--- src/rtl/pcor_pkg.sv ---
`default_nettype none
package pcor_pkg;

	// register addresses on the primary interface
	localparam logic [7:0] ADDR_OFFSET_Y   = 8'h72;
	localparam logic [7:0] ADDR_OFFSET_Z   = 8'h73;
	localparam logic [7:0] ADDR_POWER_SAVE = 8'h7C;
	localparam logic [7:0] ADDR_SENSOR_EN  = 8'h7D;
	localparam logic [7:0] ADDR_COMMAND    = 8'h7E;

	// reset values and writable-bit masks
	localparam logic [7:0] RST_OFFSET      = 8'h00;
	localparam logic [7:0] RST_POWER_SAVE  = 8'h03;
	localparam logic [7:0] RST_SENSOR_EN   = 8'h00;
	localparam logic [7:0] COMMAND_READ    = 8'h00;
	localparam logic [7:0] MASK_POWER_SAVE = 8'h03;
	localparam logic [7:0] MASK_SENSOR_EN  = 8'h05;

	// field positions
	localparam int BIT_ADV_POWER_SAVE = 0;
	localparam int BIT_FIFO_WAKEUP    = 1;
	localparam int BIT_AUX_EN         = 0;
	localparam int BIT_ACC_EN         = 2;

	// command codes
	localparam logic [7:0] CMD_NVM_PROG   = 8'hA0;
	localparam logic [7:0] CMD_FIFO_FLUSH = 8'hB0;
	localparam logic [7:0] CMD_SOFT_RESET = 8'hB6;

	// serial framing
	localparam logic [2:0] BIT_LAST   = 3'h7;
	localparam logic [7:0] SPI_DUMMY  = 8'h00;

	typedef enum logic [1:0] {
		PCOR_I2C_IDLE  = 2'b00,
		PCOR_I2C_ADDR  = 2'b01,
		PCOR_I2C_WRITE = 2'b10,
		PCOR_I2C_READ  = 2'b11
	} pcor_i2c_state_t;

endpackage : pcor_pkg
`default_nettype wire

--- src/rtl/pcor_top.sv ---
`timescale 1ns/1ns
`default_nettype none

// Function
// Y offset byte at 0x72, NVM backed
// Z offset byte at 0x73, NVM backed
// offset enable adds offsets to data
// power config at 0x7C resets 0x03
// power save off keeps fast clock
// power save on: slow clock when idle
// FIFO reads gated by self-wakeup bit
// sensor enable at 0x7D resets 0x00
// bit2 accel enable, bit0 aux enable
// command port at 0x7E reads zero
// 0xA0 copies NVM-backed registers to NVM
// 0xB0 flushes FIFO, config kept
// 0xB6 soft reset restores defaults
// unknown command codes do nothing
// I2C slave after reset by default
// SPI four-wire, three-wire by software
// wire-mode bit: 0 four, 1 three
// chip-select rising edge latches SPI mode
// NV SPI-select bit forces SPI
// aux enable makes device sensor master
// shared data pin role per mode
// serial out pin: SERIAL_OUT_PIN, float, address
// chip select; tied high for I2C
// shared clock pin is SCK or SCL
// interrupt pins output or sync input
module pcor_top
	import pcor_pkg::*;
#(
	parameter logic [6:0] I2C_ADDR_BASE = 7'h10 // arbitrary default, low bit from strap
) (
	input  wire logic        sys_clk,
	input  wire logic        rst_n,
	input  wire logic        shared_clock_pin,
	input  wire logic        chip_select_n,
	input  wire logic        shared_data_pin_i,
	output logic             shared_data_pin_o,
	output logic             shared_data_pin_oe,
	input  wire logic        serial_out_pin_i,
	output logic             serial_out_pin_o,
	output logic             serial_out_pin_oe,
	input  wire logic        irq_pin_a_i,
	output logic             irq_pin_a_o,
	output logic             irq_pin_a_oe,
	input  wire logic        irq_pin_b_i,
	output logic             irq_pin_b_o,
	output logic             irq_pin_b_oe,
	input  wire logic        threeWireSelect,
	input  wire logic        spiEnableNv,
	input  wire logic        offsetApply,
	input  wire logic        measurementBusy,
	input  wire logic        fifoInterrupt,
	input  wire logic        fifoReadDone,
	input  wire logic        irqAIsInput,
	input  wire logic        irqBIsInput,
	input  wire logic        irqALevel,
	input  wire logic        irqBLevel,
	input  wire logic [15:0] accelYRaw,
	input  wire logic [15:0] accelZRaw,
	input  wire logic [15:0] accelYFilt,
	input  wire logic [15:0] accelZFilt,
	output logic [15:0]      accelYRawOut,
	output logic [15:0]      accelZRawOut,
	output logic [15:0]      accelYFiltOut,
	output logic [15:0]      accelZFiltOut,
	output logic [7:0]       offsetY,
	output logic [7:0]       offsetZ,
	output logic [7:0]       nvmOffsetY,
	output logic [7:0]       nvmOffsetZ,
	output logic             fastClockEnable,
	output logic             fifoReadAllow,
	output logic             accelEnable,
	output logic             auxMasterEnable,
	output logic             nvmProgramPulse,
	output logic             fifoFlushPulse,
	output logic             softResetPulse,
	output logic             spiMode,
	output logic             fifoSyncA,
	output logic             fifoSyncB
);

	logic        rstMeta;
	logic        rstSyncN;
	logic [5:0]  pinMeta;
	logic [5:0]  pinSync;
	logic [5:0]  pinLast;
	logic [7:0]  offYReg, offZReg, pwrReg, enReg, nvmYReg, nvmZReg;
	logic        spiLatchReg, wakeReg;
	logic        nvmProgReg, flushReg, softRstReg;
	logic        wrStrobeReg;
	logic [7:0]  wrAddrReg, wrDataReg;
	logic [2:0]  bitCntReg;
	logic [7:0]  rxShiftReg, txShiftReg, curAddrReg;
	logic        dataPhaseReg, isReadReg, txFreshReg;
	logic        ackPhaseReg, ackDriveReg, firstDataReg, masterNackReg;
	pcor_i2c_state_t i2cStateReg;
	logic [15:0] yRawReg, zRawReg, yFiltReg, zFiltReg;

	// offset is a signed byte, sign-extended onto the sample
	function automatic logic [15:0] addOffset(input logic [15:0] d, input logic [7:0] o,
		input logic en);
		addOffset = en ? 16'(d + {{8{o[7]}}, o}) : d;
	endfunction : addOffset

	// command port always reads back zero
	function automatic logic [7:0] regRead(input logic [7:0] a);
		case (a)
			ADDR_OFFSET_Y:   regRead = offYReg;
			ADDR_OFFSET_Z:   regRead = offZReg;
			ADDR_POWER_SAVE: regRead = pwrReg;
			ADDR_SENSOR_EN:  regRead = enReg;
			default:         regRead = COMMAND_READ;
		endcase
	endfunction : regRead

	// reset release through two flops
	always_ff @(posedge sys_clk or negedge rst_n) begin
		if (!rst_n) begin
			rstMeta  <= 1'b0;
			rstSyncN <= 1'b0;
		end else begin
			rstMeta  <= 1'b1;
			rstSyncN <= rstMeta;
		end
	end

	// pins are asynchronous: two flops, then a third copy for edges
	always_ff @(posedge sys_clk or negedge rst_n) begin
		if (!rst_n) begin
			pinMeta <= 6'h3F;
			pinSync <= 6'h3F;
			pinLast <= 6'h3F;
		end else begin
			pinMeta <= {irq_pin_b_i, irq_pin_a_i, serial_out_pin_i, shared_data_pin_i,
				chip_select_n, shared_clock_pin};
			pinSync <= pinMeta;
			pinLast <= pinSync;
		end
	end

	// edges of the synchronised pins; SCK must stay below about 8 MHz at this rate
	wire sclIn   = pinSync[0];
	wire sdaIn   = pinSync[2];
	wire sclRise = pinSync[0] & ~pinLast[0];
	wire sclFall = ~pinSync[0] & pinLast[0];
	wire csRise  = pinSync[1] & ~pinLast[1];
	wire sdaRise = pinSync[2] & ~pinLast[2];
	wire sdaFall = ~pinSync[2] & pinLast[2];
	wire addrSel = pinSync[3]; // strap level on the serial out pin
	wire i2cStart = sdaFall & sclIn;
	wire i2cStop  = sdaRise & sclIn;
	wire spiActive = spiMode & ~pinSync[1];

	// command decode from the shared write path
	wire cmdHit    = wrStrobeReg & (wrAddrReg == ADDR_COMMAND);
	wire nvmNext   = cmdHit & (wrDataReg == CMD_NVM_PROG);
	wire flushNext = cmdHit & (wrDataReg == CMD_FIFO_FLUSH);
	wire softNext  = cmdHit & (wrDataReg == CMD_SOFT_RESET); // others ignored

	// configuration registers; soft reset restores them but keeps NVM
	always_ff @(posedge sys_clk or negedge rst_n) begin
		if (!rst_n) begin
			offYReg <= RST_OFFSET;
			offZReg <= RST_OFFSET;
			pwrReg  <= RST_POWER_SAVE;
			enReg   <= RST_SENSOR_EN;
		end else if (!rstSyncN || softRstReg) begin
			offYReg <= RST_OFFSET;
			offZReg <= RST_OFFSET;
			pwrReg  <= RST_POWER_SAVE;
			enReg   <= RST_SENSOR_EN;
		end else if (wrStrobeReg) begin
			case (wrAddrReg)
				ADDR_OFFSET_Y:   offYReg <= wrDataReg;
				ADDR_OFFSET_Z:   offZReg <= wrDataReg;
				ADDR_POWER_SAVE: pwrReg  <= wrDataReg & MASK_POWER_SAVE;
				ADDR_SENSOR_EN:  enReg   <= wrDataReg & MASK_SENSOR_EN;
				default:         ;
			endcase
		end
	end

	// command pulses, NVM image, SPI latch and wakeup flag
	always_ff @(posedge sys_clk or negedge rst_n) begin
		if (!rst_n) begin
			nvmProgReg  <= 1'b0;
			flushReg    <= 1'b0;
			softRstReg  <= 1'b0;
			nvmYReg     <= RST_OFFSET;
			nvmZReg     <= RST_OFFSET;
			spiLatchReg <= 1'b0;
			wakeReg     <= 1'b0;
		end else begin
			nvmProgReg <= nvmNext;
			flushReg   <= flushNext;
			softRstReg <= softNext;
			if (nvmProgReg) begin
				nvmYReg <= offYReg;
				nvmZReg <= offZReg;
			end
			// a pin edge landing on the soft reset cycle still wins
			if (csRise)
				spiLatchReg <= 1'b1;
			else if (softRstReg)
				spiLatchReg <= 1'b0;
			if (fifoInterrupt)
				wakeReg <= 1'b1;
			else if (fifoReadDone || softRstReg)
				wakeReg <= 1'b0;
		end
	end

	// serial engine for both protocols; one set of shift registers
	always_ff @(posedge sys_clk or negedge rst_n) begin
		if (!rst_n) begin
			bitCntReg     <= 3'h0;
			rxShiftReg    <= 8'h00;
			txShiftReg    <= 8'h00;
			curAddrReg    <= 8'h00;
			dataPhaseReg  <= 1'b0;
			isReadReg     <= 1'b0;
			txFreshReg    <= 1'b0;
			ackPhaseReg   <= 1'b0;
			ackDriveReg   <= 1'b0;
			firstDataReg  <= 1'b0;
			masterNackReg <= 1'b0;
			i2cStateReg   <= PCOR_I2C_IDLE;
			wrStrobeReg   <= 1'b0;
			wrAddrReg     <= 8'h00;
			wrDataReg     <= 8'h00;
		end else begin
			wrStrobeReg <= 1'b0;
			if (!rstSyncN || softRstReg) begin
				i2cStateReg  <= PCOR_I2C_IDLE;
				dataPhaseReg <= 1'b0;
				ackPhaseReg  <= 1'b0;
				ackDriveReg  <= 1'b0;
				bitCntReg    <= 3'h0;
			end else if (spiMode) begin
				i2cStateReg <= PCOR_I2C_IDLE;
				ackDriveReg <= 1'b0;
				if (!spiActive) begin
					bitCntReg    <= 3'h0;
					dataPhaseReg <= 1'b0;
				end else if (sclRise) begin // sample on rising SCK, modes 00 and 11
					rxShiftReg <= {rxShiftReg[6:0], sdaIn};
					bitCntReg  <= 3'(bitCntReg + 3'h1);
					if (bitCntReg == BIT_LAST) begin
						txFreshReg <= 1'b1;
						if (!dataPhaseReg) begin
							// first byte: read flag and address; dummy byte follows
							isReadReg    <= rxShiftReg[6];
							curAddrReg   <= {1'b0, rxShiftReg[5:0], sdaIn};
							dataPhaseReg <= 1'b1;
							txShiftReg   <= SPI_DUMMY;
						end else begin
							curAddrReg <= 8'(curAddrReg + 8'h01);
							txShiftReg <= regRead(curAddrReg);
							if (!isReadReg) begin
								wrStrobeReg <= 1'b1;
								wrAddrReg   <= curAddrReg;
								wrDataReg   <= {rxShiftReg[6:0], sdaIn};
							end
						end
					end
				end else if (sclFall) begin // drive on falling SCK
					if (txFreshReg)
						txFreshReg <= 1'b0;
					else
						txShiftReg <= {txShiftReg[6:0], 1'b0};
				end
			end else if (i2cStart) begin
				i2cStateReg <= PCOR_I2C_ADDR;
				bitCntReg   <= 3'h0;
				ackPhaseReg <= 1'b0;
				ackDriveReg <= 1'b0;
			end else if (i2cStop) begin
				i2cStateReg <= PCOR_I2C_IDLE;
				ackPhaseReg <= 1'b0;
				ackDriveReg <= 1'b0;
			end else if (i2cStateReg != PCOR_I2C_IDLE) begin
				if (sclRise) begin
					if (!ackPhaseReg && i2cStateReg != PCOR_I2C_READ)
						rxShiftReg <= {rxShiftReg[6:0], sdaIn};
					if (ackPhaseReg && i2cStateReg == PCOR_I2C_READ)
						masterNackReg <= sdaIn;
				end else if (sclFall && !ackPhaseReg) begin
					bitCntReg <= 3'(bitCntReg + 3'h1);
					if (i2cStateReg == PCOR_I2C_READ)
						txShiftReg <= {txShiftReg[6:0], 1'b0};
					if (bitCntReg == BIT_LAST) begin
						ackPhaseReg <= 1'b1;
						case (i2cStateReg)
							PCOR_I2C_ADDR: begin
								// address low bit follows the strap
								if (rxShiftReg[7:1] == {I2C_ADDR_BASE[6:1], addrSel}) begin
									ackDriveReg   <= 1'b1;
									masterNackReg <= 1'b0;
									firstDataReg  <= 1'b1;
									i2cStateReg   <= rxShiftReg[0] ? PCOR_I2C_READ
										: PCOR_I2C_WRITE;
								end else begin
									i2cStateReg <= PCOR_I2C_IDLE;
								end
							end
							PCOR_I2C_WRITE: begin
								ackDriveReg  <= 1'b1;
								firstDataReg <= 1'b0;
								if (firstDataReg) begin
									curAddrReg <= rxShiftReg;
								end else begin
									wrStrobeReg <= 1'b1;
									wrAddrReg   <= curAddrReg;
									wrDataReg   <= rxShiftReg;
									curAddrReg  <= 8'(curAddrReg + 8'h01);
								end
							end
							default: ackDriveReg <= 1'b0;
						endcase
					end
				end else if (sclFall) begin // end of the acknowledge bit
					ackPhaseReg <= 1'b0;
					ackDriveReg <= 1'b0;
					bitCntReg   <= 3'h0;
					if (i2cStateReg == PCOR_I2C_READ) begin
						if (masterNackReg) begin
							i2cStateReg <= PCOR_I2C_IDLE;
						end else begin
							txShiftReg <= regRead(curAddrReg);
							curAddrReg <= 8'(curAddrReg + 8'h01);
						end
					end
				end
			end
		end
	end

	// offset correction of filtered and unfiltered samples
	always_ff @(posedge sys_clk or negedge rst_n) begin
		if (!rst_n) begin
			yRawReg  <= 16'h0000;
			zRawReg  <= 16'h0000;
			yFiltReg <= 16'h0000;
			zFiltReg <= 16'h0000;
		end else begin
			yRawReg  <= addOffset(accelYRaw, offYReg, offsetApply);
			zRawReg  <= addOffset(accelZRaw, offZReg, offsetApply);
			yFiltReg <= addOffset(accelYFilt, offYReg, offsetApply);
			zFiltReg <= addOffset(accelZFilt, offZReg, offsetApply);
		end
	end

	// mode and pin steering; open drain I2C pulls low only
	wire readDrive = spiActive & dataPhaseReg & isReadReg;
	wire i2cDrive  = (ackPhaseReg & ackDriveReg) | (i2cStateReg == PCOR_I2C_READ
		& ~ackPhaseReg & ~txShiftReg[7]);
	assign spiMode            = spiLatchReg | spiEnableNv;
	assign shared_data_pin_o  = spiMode & txShiftReg[7];
	assign shared_data_pin_oe = spiMode ? (readDrive & threeWireSelect) : i2cDrive;
	assign serial_out_pin_o   = txShiftReg[7];
	assign serial_out_pin_oe  = readDrive & ~threeWireSelect;
	assign irq_pin_a_o        = irqALevel;
	assign irq_pin_a_oe       = ~irqAIsInput;
	assign irq_pin_b_o        = irqBLevel;
	assign irq_pin_b_oe       = ~irqBIsInput;
	assign fifoSyncA          = pinSync[4] & irqAIsInput;
	assign fifoSyncB          = pinSync[5] & irqBIsInput;

	// power and enable outputs
	assign fastClockEnable = ~pwrReg[BIT_ADV_POWER_SAVE] | measurementBusy;
	assign fifoReadAllow   = ~pwrReg[BIT_ADV_POWER_SAVE]
		| (pwrReg[BIT_FIFO_WAKEUP] & wakeReg);
	assign accelEnable     = enReg[BIT_ACC_EN];
	assign auxMasterEnable = enReg[BIT_AUX_EN];
	assign offsetY         = offYReg;
	assign offsetZ         = offZReg;
	assign nvmOffsetY      = nvmYReg;
	assign nvmOffsetZ      = nvmZReg;
	assign nvmProgramPulse = nvmProgReg;
	assign fifoFlushPulse  = flushReg;
	assign softResetPulse  = softRstReg;
	assign accelYRawOut    = yRawReg;
	assign accelZRawOut    = zRawReg;
	assign accelYFiltOut   = yFiltReg;
	assign accelZFiltOut   = zFiltReg;
endmodule : pcor_top
`default_nettype wire

--- config.mk ---
export PLATFORM = sky130hd
export DESIGN_NAME = pcor_top
export DESIGN_NICKNAME = d
export VERILOG_FILES = /design/src/rtl/pcor_pkg.sv /design/src/rtl/pcor_top.sv
export SDC_FILE = /design/constraint.sdc
export NUM_CORES = 1
export LEC_CHECK = 0
export BUFFER_PORTS_ARGS = -buffer_cell sky130_fd_sc_hd__buf_2
export CAP_MARGIN = 20
export CORE_AREA = 2 2 163 165
export CTS_BUF_LIST = sky130_fd_sc_hd__clkbuf_4 sky130_fd_sc_hd__clkbuf_8
export CTS_CLUSTER_DIAMETER = 100
export DETAILED_ROUTE_END_ITERATION = 8
export DIE_AREA = 0 0 165 167
export PLACE_DENSITY = 0.72
export SYNTH_ARGS = -nofsm -noshare
export SYNTH_HDL_FRONTEND = slang
export SYNTH_SLANG_ARGS = --single-unit
--- constraint.sdc ---
create_clock -name sys_clk -period 2.3 [get_ports sys_clk]
set_input_delay 0.115 -clock sys_clk [delete_from_list [all_inputs] [get_ports sys_clk]]
set_output_delay 0.115 -clock sys_clk [all_outputs]
set_load 0.02 [all_outputs]
==> results of run 1 <==
-- how the worst min path moves through the flow --
stage | to | cells past startpoint | slack (ns) | startpoint
6_report | accelYRawOut[0]$_DFF_PN0_ | 2 | 0.04 | accelYRaw[0]
2_1_floorplan | accelYFiltOut[0]$_DFF_PN0_ | 0 | -0.18 | rst_n
3_5_place_dp | accelYFiltOut[15]$_DFF_PN0_ | 1 | 0.08 | rst_n
4_1_cts | accelYRawOut[0]$_DFF_PN0_ | 2 | 0.02 | accelYRaw[0]
3_3_place_gp | accelYRawOut[1]$_DFF_PN0_ | 1 | 0.08 | rst_n
5_1_grt | accelYRawOut[0]$_DFF_PN0_ | 2 | 0.02 | accelYRaw[0]
-- repair_timing --
item                                   in CTS  in global routing
pin swaps                                  29                 34
resized for setup                          28                 53
setup buffers                               6                 11
hold buffers                               70                  0
endpoints found under the hold margin     149                  0
setup endpoints to repair                  23                 30
-- registers in the layout, indices dropped and copies added (netlist names), 16 cells and up --
register / cells
accelYRawOut: 16
accelZRawOut: 16
accelZFiltOut: 16
accelYFiltOut: 16
-- metrics by stage --
stage / total power (uW) / TNS [ns] / setup WS, ns / cells / hold slack [ns]
floorplan: 3870 / -0.725 / -0.112 / 984 / -0.181
global placement: 4280 / -1.27 / -0.154 / 1589 / 0.0793
detailed placement: 4300 / -2.03 / -0.219 / 1589 / 0.0792
CTS: 6960 / -0.559 / -0.136 / 1697 / 0.0192
global route: 7230 / -2.23 / -0.235 / 1707 / 0.0181
finish: 6930 / -0.874 / -0.136 / 1707 / 0.0421
-- cell usage in the layout (no fill, tap or decap), types with 24 or more instances in the layout --
| master | count |
|---|---|
| nor2_1 | 64 |
| dlygate4sd3_1 | 70 |
| inv_1 | 26 |
| buf_2 | 190 |
| a21o_1 | 24 |
| o21ai_0 | 49 |
| dfrtp_1 | 147 |
| a21oi_1 | 53 |
| nand2_1 | 80 |
| buf_4 | 121 |
| ha_1 | 59 |
| xnor2_1 | 37 |
| mux2i_1 | 29 |
| mux2_2 | 68 |
-- cell families after synthesis --
| group | Yosys count | synth area share |
|---|---|---|
| compound gates | 245 | 0.157 |
| xor+xnor | 56 | 0.0481 |
| fa+ha+maj | 74 | 0.0937 |
| buf+inv | 62 | 0.0244 |
| flops | 175 | 0.431 |
| mux | 109 | 0.117 |
| other cells | 1 | 0.000367 |
| simple gates | 262 | 0.129 |
-- power groups by stage --
stage	Combinational [uW]	Sequential [uW]	Clock, uW
floorplan	403	3470	0
global placement	891	3390	0
detailed placement	909	3390	0
CTS	1020	3330	2610
global route	1140	3350	2740
finish	1040	3330	2560
-- critical path: cells and delay by family, from the launching register on --
| family | cells | cell delay [ns] |
|---|---|---|
| flops | 1 | 0.47 |
| fa+ha+maj | 1 | 0.18 |
| compound gates | 3 | 0.66 |
| mux | 1 | 0.23 |
| buf+inv | 1 | 0.14 |
| simple gates | 2 | 0.53 |
| xor+xnor | 1 | 0.16 |
-- cell type report --
cell class                      count  share of cell area
Clock buffer                       23              0.0207
Sequential cell                   175               0.313
Multi-Input combinational cell    747               0.423
Inverter                           26             0.00692
Tap cell                          335              0.0297
Clock inverter                      9              0.0129
Timing Repair Buffer              392               0.194
-- per-layer routing --
metal	wire, um	vias up	share of wire	global-route usage
li1	-	4345	-	-
met1	13100	4391	0.44	0.281
met2	14600	317	0.48	0.354
met3	1750	46	0.058	0.0389
met4	660	0	0.022	0.0552
met5	0	-	0	0
==> out/qor.csv, run 1 <==
stage,metric,value,unit
synth,avgSynthCellArea,10.4,um^2
synth,synth_top_area_frac,0.387,
synth,async_reset_ff_frac,1.00,
clock_tree,clock-sinks,175,
worst_setup_path,cp.required,2.69,ns
synth,seq_area_frac_synth,0.431,
placement,gp_congestion,0.901,
sta,hold_viol,0,
power,power.density,492,nW/um^2
synth,synth_most_common_cell,dfrtp_1,
worst_setup_path,critPathLaunchType,flop,
worst_setup_path,worstReg2RegStart,offsetY[0]$_DFFE_PN0P_,
synth,ys_warn_count,0,
worst_setup_path,r2r.worst_path.cells,9,
synth,synthesis.instances,984,
routing,drtPass1Iterations,6,
sta,rsz0062_at_grt,yes,
final_layout,diodes,0,
synth,synth_cell_types,75,
power,power_leakage,0.00687,uW
global_routing,grt_overflow,0,
die,num_rows,59,
clock_tree,cts_max_path_buffers,2,
worst_setup_path,crit_path_start,offsetY[0]$_DFFE_PN0P_,
placement,port-buffer-count,191,
synth,syn_area,10200,um^2
power,internal_power,5120,uW
global_routing,grt_pass1_vias,8903,
outcome,violations,setup timing,
routing,routed_wl,30100,um
die,start_util,0.396,
synth,ys_top_cells_by_area,"dfrtp_1, mux2_2, ha_1",
global_routing,grt_max_degree,62,
final_layout,final_nets,1515,
placement,placed_area,12500,um^2
worst_setup_path,max_stage_delay,0.47,ns
clock_tree,clkLatencyLatePin,0.46,ns
sta,setup-violations-final,14,
worst_setup_path,slowest_stage,dfrtp_2,
worst_setup_path,r2r_end,accelYRawOut[15]$_DFF_PN0_,
global_routing,track_usage,0.212,
synth,synth-edff-count,0,
sta,maxSlewHeadroom,0.583,
worst_setup_path,r2r_setup_slack,-0.14,ns
clock_tree,cts_tree,yes,
worst_hold_path,min_path_type,in2reg,
worst_setup_path,path_cells,ha_4 -> buf_4 -> a211oi_4 -> nor2_2 -> o211a_1 -> or4_4 -> a31oi_4 -> mux2i_1 -> xor2_1,
synth,ys.flop_type,dfrtp_1,
final_layout,fillCellCount,2194,
clock_tree,cts_root_buf,clkbuf_8,
worst_setup_path,path_class,reg2reg,
sta,tightestPinTransition,0.621,ns
global_routing,grt_pass1_wl,46100,um
die,die_w,165,um
routing,vias,9099,
flow_run,cap_viol_max_count,0,
sta,finalMaxSlewViolations,0,
worst_setup_path,arrival,2.83,ns
routing,ant_nets,0,
clock_tree,h-tree-depth,4,
sta,post-route-period-util,1.06,
clock_tree,path_clk_slew,0.10,ns
routing,routedWlPerCell,17.6,um
synth,synth_area_leader_cell,dfrtp_1,
power,power_switching,1820,uW
synth,ys_seq_elements,175,
sta,skew,0.0172,ns
final_layout,seq_area,4410,um^2
routing,drc,0,
final_layout,final_design_area_no_fill,14100,um^2
final_layout,multiInputGateArea,5970,um^2
power,irDropWorstVdd,0.335,mV
routing,vias_per_cell,5.33,
power,switching_share,0.262,
outcome,status,"complete, but fails checks",
power,pwr-share-comb,0.150,
routing,initialDrtViolationCount,733,
clock_tree,cts_made_buffers,17,
die,dieHeight,167,um
die,io_pins,196,
die,die_area,27600,um^2
worst_setup_path,worstPathMaxFanout,4,
final_layout,syn_to_final_growth,38.2,%
sta,final.setup.worst_slack,-0.136,ns
placement,dp_hpwl,21800,um
final_layout,drive_above_1_share,0.394,
worst_setup_path,crit_path_end_kind,flop,
final_layout,fin_util,0.548,
power,p_clk_frac,0.369,
power,power_frac_seq,0.481,
synth,synthTopCellsByCount,"dfrtp_1, nand2_1, mux2_2",
worst_setup_path,crit_path_end,accelYRawOut[15]$_DFF_PN0_,
sta,fmax,411,MHz
sta,period_minus_slack,2.44,ns
synth,synth_nets,1140,
die,core_area,25800,um^2
global_routing,antenna_found_initial,0,
No activity file was read; power rests on OpenSTA's default activity.
==> inputs of run 2 (changes only) <==
--- a/config.mk
+++ b/config.mk
@@ -12,7 +12,8 @@
 export CTS_CLUSTER_DIAMETER = 100
 export DETAILED_ROUTE_END_ITERATION = 8
 export DIE_AREA = 0 0 165 167
-export PLACE_DENSITY = 0.72
+export PLACE_DENSITY = 0.67
+export SKIP_LAST_GASP = 1
 export SYNTH_ARGS = -nofsm -noshare
 export SYNTH_HDL_FRONTEND = slang
 export SYNTH_SLANG_ARGS = --single-unit
==> out/qor.csv, run 2 (same netlist as run 1, synthesis figures left out) <==
stage,metric,value,unit
worst_setup_path,critPathLaunchType,flop,
clock_tree,cts_made_buffers,17,
power,power.density,479,nW/um^2
clock_tree,clock-sinks,175,
final_layout,syn_to_final_growth,39.1,%
clock_tree,cts_root_buf,clkbuf_8,
sta,skew,0.0174,ns
final_layout,seq_area,4420,um^2
sta,hold_viol,0,
global_routing,grt_overflow,0,
worst_hold_path,min_from,accelZRaw[14],
clock_tree,path_clk_slew,0.10,ns
routing,drtPass1Iterations,7,
placement,port-buffer-count,191,
worst_setup_path,arrival,2.84,ns
die,num_rows,59,
clock_tree,cts_tree,yes,
worst_setup_path,worstReg2RegStart,offsetY[5]$_DFFE_PN0P_,
placement,placed_area,12400,um^2
placement,gp_congestion,0.948,
routing,routed_wl,29400,um
worst_setup_path,cp.required,2.70,ns
routing,initialDrtViolationCount,591,
die,start_util,0.396,
worst_setup_path,path_delay_family,simple AND/OR/NAND/NOR gates,
global_routing,antenna_found_initial,0,
global_routing,grt_pass1_vias,8926,
worst_setup_path,crit_path_start,offsetY[5]$_DFFE_PN0P_,
worst_setup_path,path_cells,ha_4 -> or4_4 -> o211a_1 -> or4_4 -> a31oi_4 -> mux2i_1 -> xor2_1,
routing,drc,0,
worst_setup_path,cp_common_cell,or4_4,
sta,setup-violations-final,12,
sta,maxSlewHeadroom,0.578,
sta,final.setup.worst_slack,-0.144,ns
final_layout,fillCellCount,2270,
global_routing,track_usage,0.207,
final_layout,final_design_area_no_fill,14200,um^2
global_routing,grt_pass1_wl,45600,um
routing,vias,9175,
sta,period_minus_slack,2.44,ns
sta,post-route-period-util,1.06,
outcome,status,"complete, but fails checks",
worst_setup_path,cp.depth,7,
die,dieHeight,167,um
sta,rsz0062_at_grt,yes,
final_layout,final_cell_mix,"buf_2, dfrtp_1, buf_4",
power,irDropWorstVdd,0.267,mV
sta,finalSetupTns,-0.791,ns
worst_setup_path,max_stage_delay,0.53,ns
final_layout,diodes,0,
power,p_total,6800,uW
worst_setup_path,r2r_setup_slack,-0.14,ns
worst_setup_path,worstPathMaxFanout,3,
sta,finalMaxSlewViolations,0,
routing,routedWlPerCell,17.2,um
final_layout,fin_util,0.551,
worst_setup_path,crit_path_end_kind,flop,
final_layout,layout_commonest_cell,buf_2,
die,core_area,25800,um^2
worst_setup_path,r2r_end,accelYRawOut[15]$_DFF_PN0_,
die,io_pins,196,
global_routing,grt_max_degree,62,
worst_setup_path,path_class,reg2reg,
power,power_leakage,0.00686,uW
flow_run,cap_viol_max_count,0,
final_layout,final_nets,1522,
worst_setup_path,r2r.worst_path.cells,7,
worst_setup_path,cp_num_buf_inv,0,
worst_hold_path,min_path_type,in2reg,
die,die_w,165,um
outcome,violations,setup timing,
routing,vias_per_cell,5.35,
final_layout,multiInputGateArea,6020,um^2
worst_setup_path,slowest_stage,or4_4,
sta,timing.hold.ws,0.0433,ns
die,die_area,27600,um^2
clock_tree,clkLatencyLatePin,0.48,ns
clock_tree,h-tree-depth,4,
routing,ant_nets,0,
sta,fmax,409,MHz
placement,dp_hpwl,21100,um
worst_setup_path,crit_path_end,accelYRawOut[15]$_DFF_PN0_,
clock_tree,cts_max_path_buffers,2,
final_layout,drive_above_1_share,0.402,
sta,tightestPinTransition,0.627,ns
run 2: what timing repair did:
item / in CTS / in global routing
endpoints found under the hold margin: 125 / 0
pin swaps: 22 / 36
hold buffers: 71 / 0
endpoints found under the setup margin: 21 / 33
resized for setup: 18 / 59
setup buffers: 9 / 19
run 2: tightest hold or removal path, cell delays in order:
cell      delay (ns)
buf_2           0.10
nor2b_1         0.13
a311oi_1        0.06
o311ai_1        0.08
run 2: layout make-up:
class                   instances  area share
clock buffers                  20      0.0190
flip-flops and latches        175       0.311
inverters                      26     0.00688
well taps                     335      0.0295
clock inverters                12      0.0128
repair buffers                399       0.196
multi-input cells             747       0.424
run 2: how the worst min path moves through the flow:
stage / endpoint / slack, ns / cells after the start
3_5_place_dp: accelYFiltOut[14]$_DFF_PN0_ / 0.15 / 1
3_3_place_gp: accelYFiltOut[14]$_DFF_PN0_ / 0.14 / 1
5_1_grt: wakeReg$_DFFE_PN0P_ / 0.04 / 3
2_1_floorplan: accelYFiltOut[0]$_DFF_PN0_ / -0.18 / 0
6_report: accelZRawOut[14]$_DFF_PN0_ / 0.04 / 4
4_1_cts: accelZRawOut[14]$_DFF_PN0_ / 0.03 / 4
run 2: routing by layer:
layer,global-route usage,vias to the layer above,part of all wire
li1,-,4349,-
met1,0.273,4466,0.44
met2,0.344,301,0.48
met3,0.0364,59,0.055
met4,0.0684,0,0.024
met5,0,-,0
run 2: stage by stage:
step | worst slack (ns) | std cells
2_1_floorplan | -0.112 | 984
3_5_place_dp | -0.235 | 1584
4_1_cts | -0.140 | 1696
6_report | -0.144 | 1714
5_1_grt | -0.249 | 1714
3_3_place_gp | -0.134 | 1584
run 2: power breakdown:
part / switching [uW] / leakage (uW) / internal (uW) / total, uW
sequential: 109 / 0.00219 / 3220 / 3330
clock: 1170 / 0.000217 / 1260 / 2430
combinational: 553 / 0.00445 / 485 / 1040
==> inputs of run 3 (changes only) <==
--- a/config.mk
+++ b/config.mk
@@ -13,7 +13,9 @@
 export DETAILED_ROUTE_END_ITERATION = 8
 export DIE_AREA = 0 0 165 167
 export PLACE_DENSITY = 0.67
+export REMOVE_ABC_BUFFERS = 1
 export SKIP_LAST_GASP = 1
 export SYNTH_ARGS = -nofsm -noshare
 export SYNTH_HDL_FRONTEND = slang
 export SYNTH_SLANG_ARGS = --single-unit
+export TNS_END_PERCENT = 50
==> out/qor.csv, run 3 (same netlist as run 1, synthesis figures left out) <==
stage,metric,value,unit
sta,rsz0062_at_grt,yes,
final_layout,fillCellCount,2227,
worst_setup_path,critPathLaunchType,flop,
worst_setup_path,slowest_stage,or4_4,
die,die_w,165,um
clock_tree,cts_tree,yes,
routing,initialDrtViolationCount,660,
global_routing,antenna_found_initial,1,
die,start_util,0.396,
clock_tree,path_clk_slew,0.10,ns
die,core_area,25800,um^2
worst_setup_path,arrival,2.84,ns
worst_setup_path,cp.required,2.70,ns
clock_tree,clock-sinks,175,
die,num_rows,59,
die,io_pins,196,
final_layout,drive_above_1_share,0.391,
worst_hold_path,min_path_type,in2reg,
final_layout,fin_util,0.544,
global_routing,grt_pass1_wl,43700,um
routing,drtPass1Iterations,5,
routing,routedWlPerCell,16.0,um
placement,port-buffer-count,191,
die,die_area,27600,um^2
sta,final.setup.worst_slack,-0.136,ns
sta,tightestPinTransition,0.839,ns
placement,place_ws,-0.385,ns
sta,hold_viol,0,
power,power.density,474,nW/um^2
routing,vias_per_cell,5.26,
outcome,violations,setup timing,
final_layout,layout_commonest_cell,buf_2,
final_layout,final_cell_mix,"buf_2, dfrtp_1, buf_4",
power,irDropWorstVdd,0.294,mV
sta,finalSetupTns,-0.593,ns
routing,drc,0,
final_layout,syn_to_final_growth,37.4,%
sta,skew,0.0182,ns
final_layout,final_nets,1523,
sta,setup-violations-final,11,
placement,dp_hpwl,20100,um
placement,gp_congestion,0.931,
clock_tree,clkLatencyLatePin,0.47,ns
worst_setup_path,worstPathMaxFanout,3,
sta,finalMaxSlewViolations,0,
global_routing,grt_pass1_vias,8934,
worst_setup_path,path_class,reg2reg,
global_routing,track_usage,0.199,
routing,routed_wl,27500,um
clock_tree,cts_root_buf,clkbuf_8,
global_routing,grt_overflow,0,
power,power_leakage,0.00682,uW
sta,period_minus_slack,2.44,ns
outcome,status,"complete, but fails checks",
clock_tree,h-tree-depth,4,
worst_setup_path,cp_common_cell,or4_4,
die,dieHeight,167,um
clock_tree,cts_max_path_buffers,2,
global_routing,grt_max_degree,56,
routing,vias,9020,
worst_setup_path,crit_path_end_kind,flop,
worst_setup_path,max_stage_delay,0.51,ns
sta,fmax,411,MHz
sta,maxSlewHeadroom,0.441,
clock_tree,cts_made_buffers,17,
worst_setup_path,path_cells,ha_2 -> or4_4 -> o211a_1 -> or4_4 -> a31oi_4 -> mux2i_1 -> xor2_1,
flow_run,cap_viol_max_count,0,
routing,ant_nets,0,
sta,post-route-period-util,1.06,
==> run 3: power breakdown <==
group,internal [uW],switching (uW),total (uW)
combinational,484,548,1030
sequential,3220,102,3330
clock,1090,1200,2290
==> run 3: final cells by class <==
| cell class | count | area, um^2 | share of cell area |
|---|---|---|---|
| timing repair buffer | 400 | 2790 | 0.199 |
| tap | 335 | 419 | 0.0299 |
| clock buffer | 17 | 234 | 0.0167 |
| clock inverter | 15 | 181 | 0.0129 |
| inverter | 26 | 97.6 | 0.00696 |
| multi-input combinational | 747 | 5890 | 0.420 |
| sequential | 175 | 4410 | 0.315 |
| antenna | 1 | 2.50 | 0.000178 |
==> run 3: worst max-delay path, delay by kind of cell (launching register included) <==
family | cells | cell delay [ns]
adders and majority gates | 1 | 0.19
xor gates and xnor gates | 1 | 0.17
AOI/OAI and AO/OA | 2 | 0.39
and+or+nand+nor | 2 | 0.96
DFF | 1 | 0.43
muxes | 1 | 0.23
==> run 3: repair_timing <==
| action | 4_1_cts | 5_1_grt |
|---|---|---|
| pin swaps | 23 | 25 |
| gates resized for setup | 37 | 44 |
| hold buffers | 71 | 0 |
| hold endpoints to repair | 234 | 0 |
| endpoints found under the setup margin | 26 | 38 |
| buffers inserted | 8 | 11 |
==> run 3: final timing paths <==
check	from	endpoint	slack [ns]	cells after the start
setup / recovery	offsetY[5]$_DFFE_PN0P_	accelYRawOut[15]$_DFF_PN0_	-0.14	7
hold / removal	fifoReadDone	wakeReg$_DFFE_PN0P_	0.04	3
setup reg to reg	offsetY[5]$_DFFE_PN0P_	accelYRawOut[15]$_DFF_PN0_	-0.14	7
hold reg to reg	pinMeta[0]$_DFF_PN1_	pinSync[0]$_DFF_PN1_	0.36	0
max in group asynchronous	rst_n	pwrReg[1]$_DFFE_PN1P_	1.52	3
min in group asynchronous	rst_n	masterNackReg$_DFFE_PN0P_	0.11	2
==> run 3: per-layer routing <==
metal  vias up  part of all wire  wire (um)  global-route usage
met3        57             0.048       1310              0.0326
li1       4348                 -          -                   -
met4         0             0.028        768              0.0817
met2       254              0.48      13200               0.328
met5         -                 0          0                   0
met1      4361              0.44      12200               0.259
==> run 3: stage by stage <==
stage	instances	total power [uW]	area [um^2]	hold slack (ns)
2_1_floorplan	948	3840	10100	-0.181
3_3_place_gp	1593	4270	12400	0.0463
3_5_place_dp	1593	4290	12400	0.0509
4_1_cts	1704	6710	13700	0.0172
5_1_grt	1716	6950	14000	0.0244
6_report	1716	6650	14000	0.0395
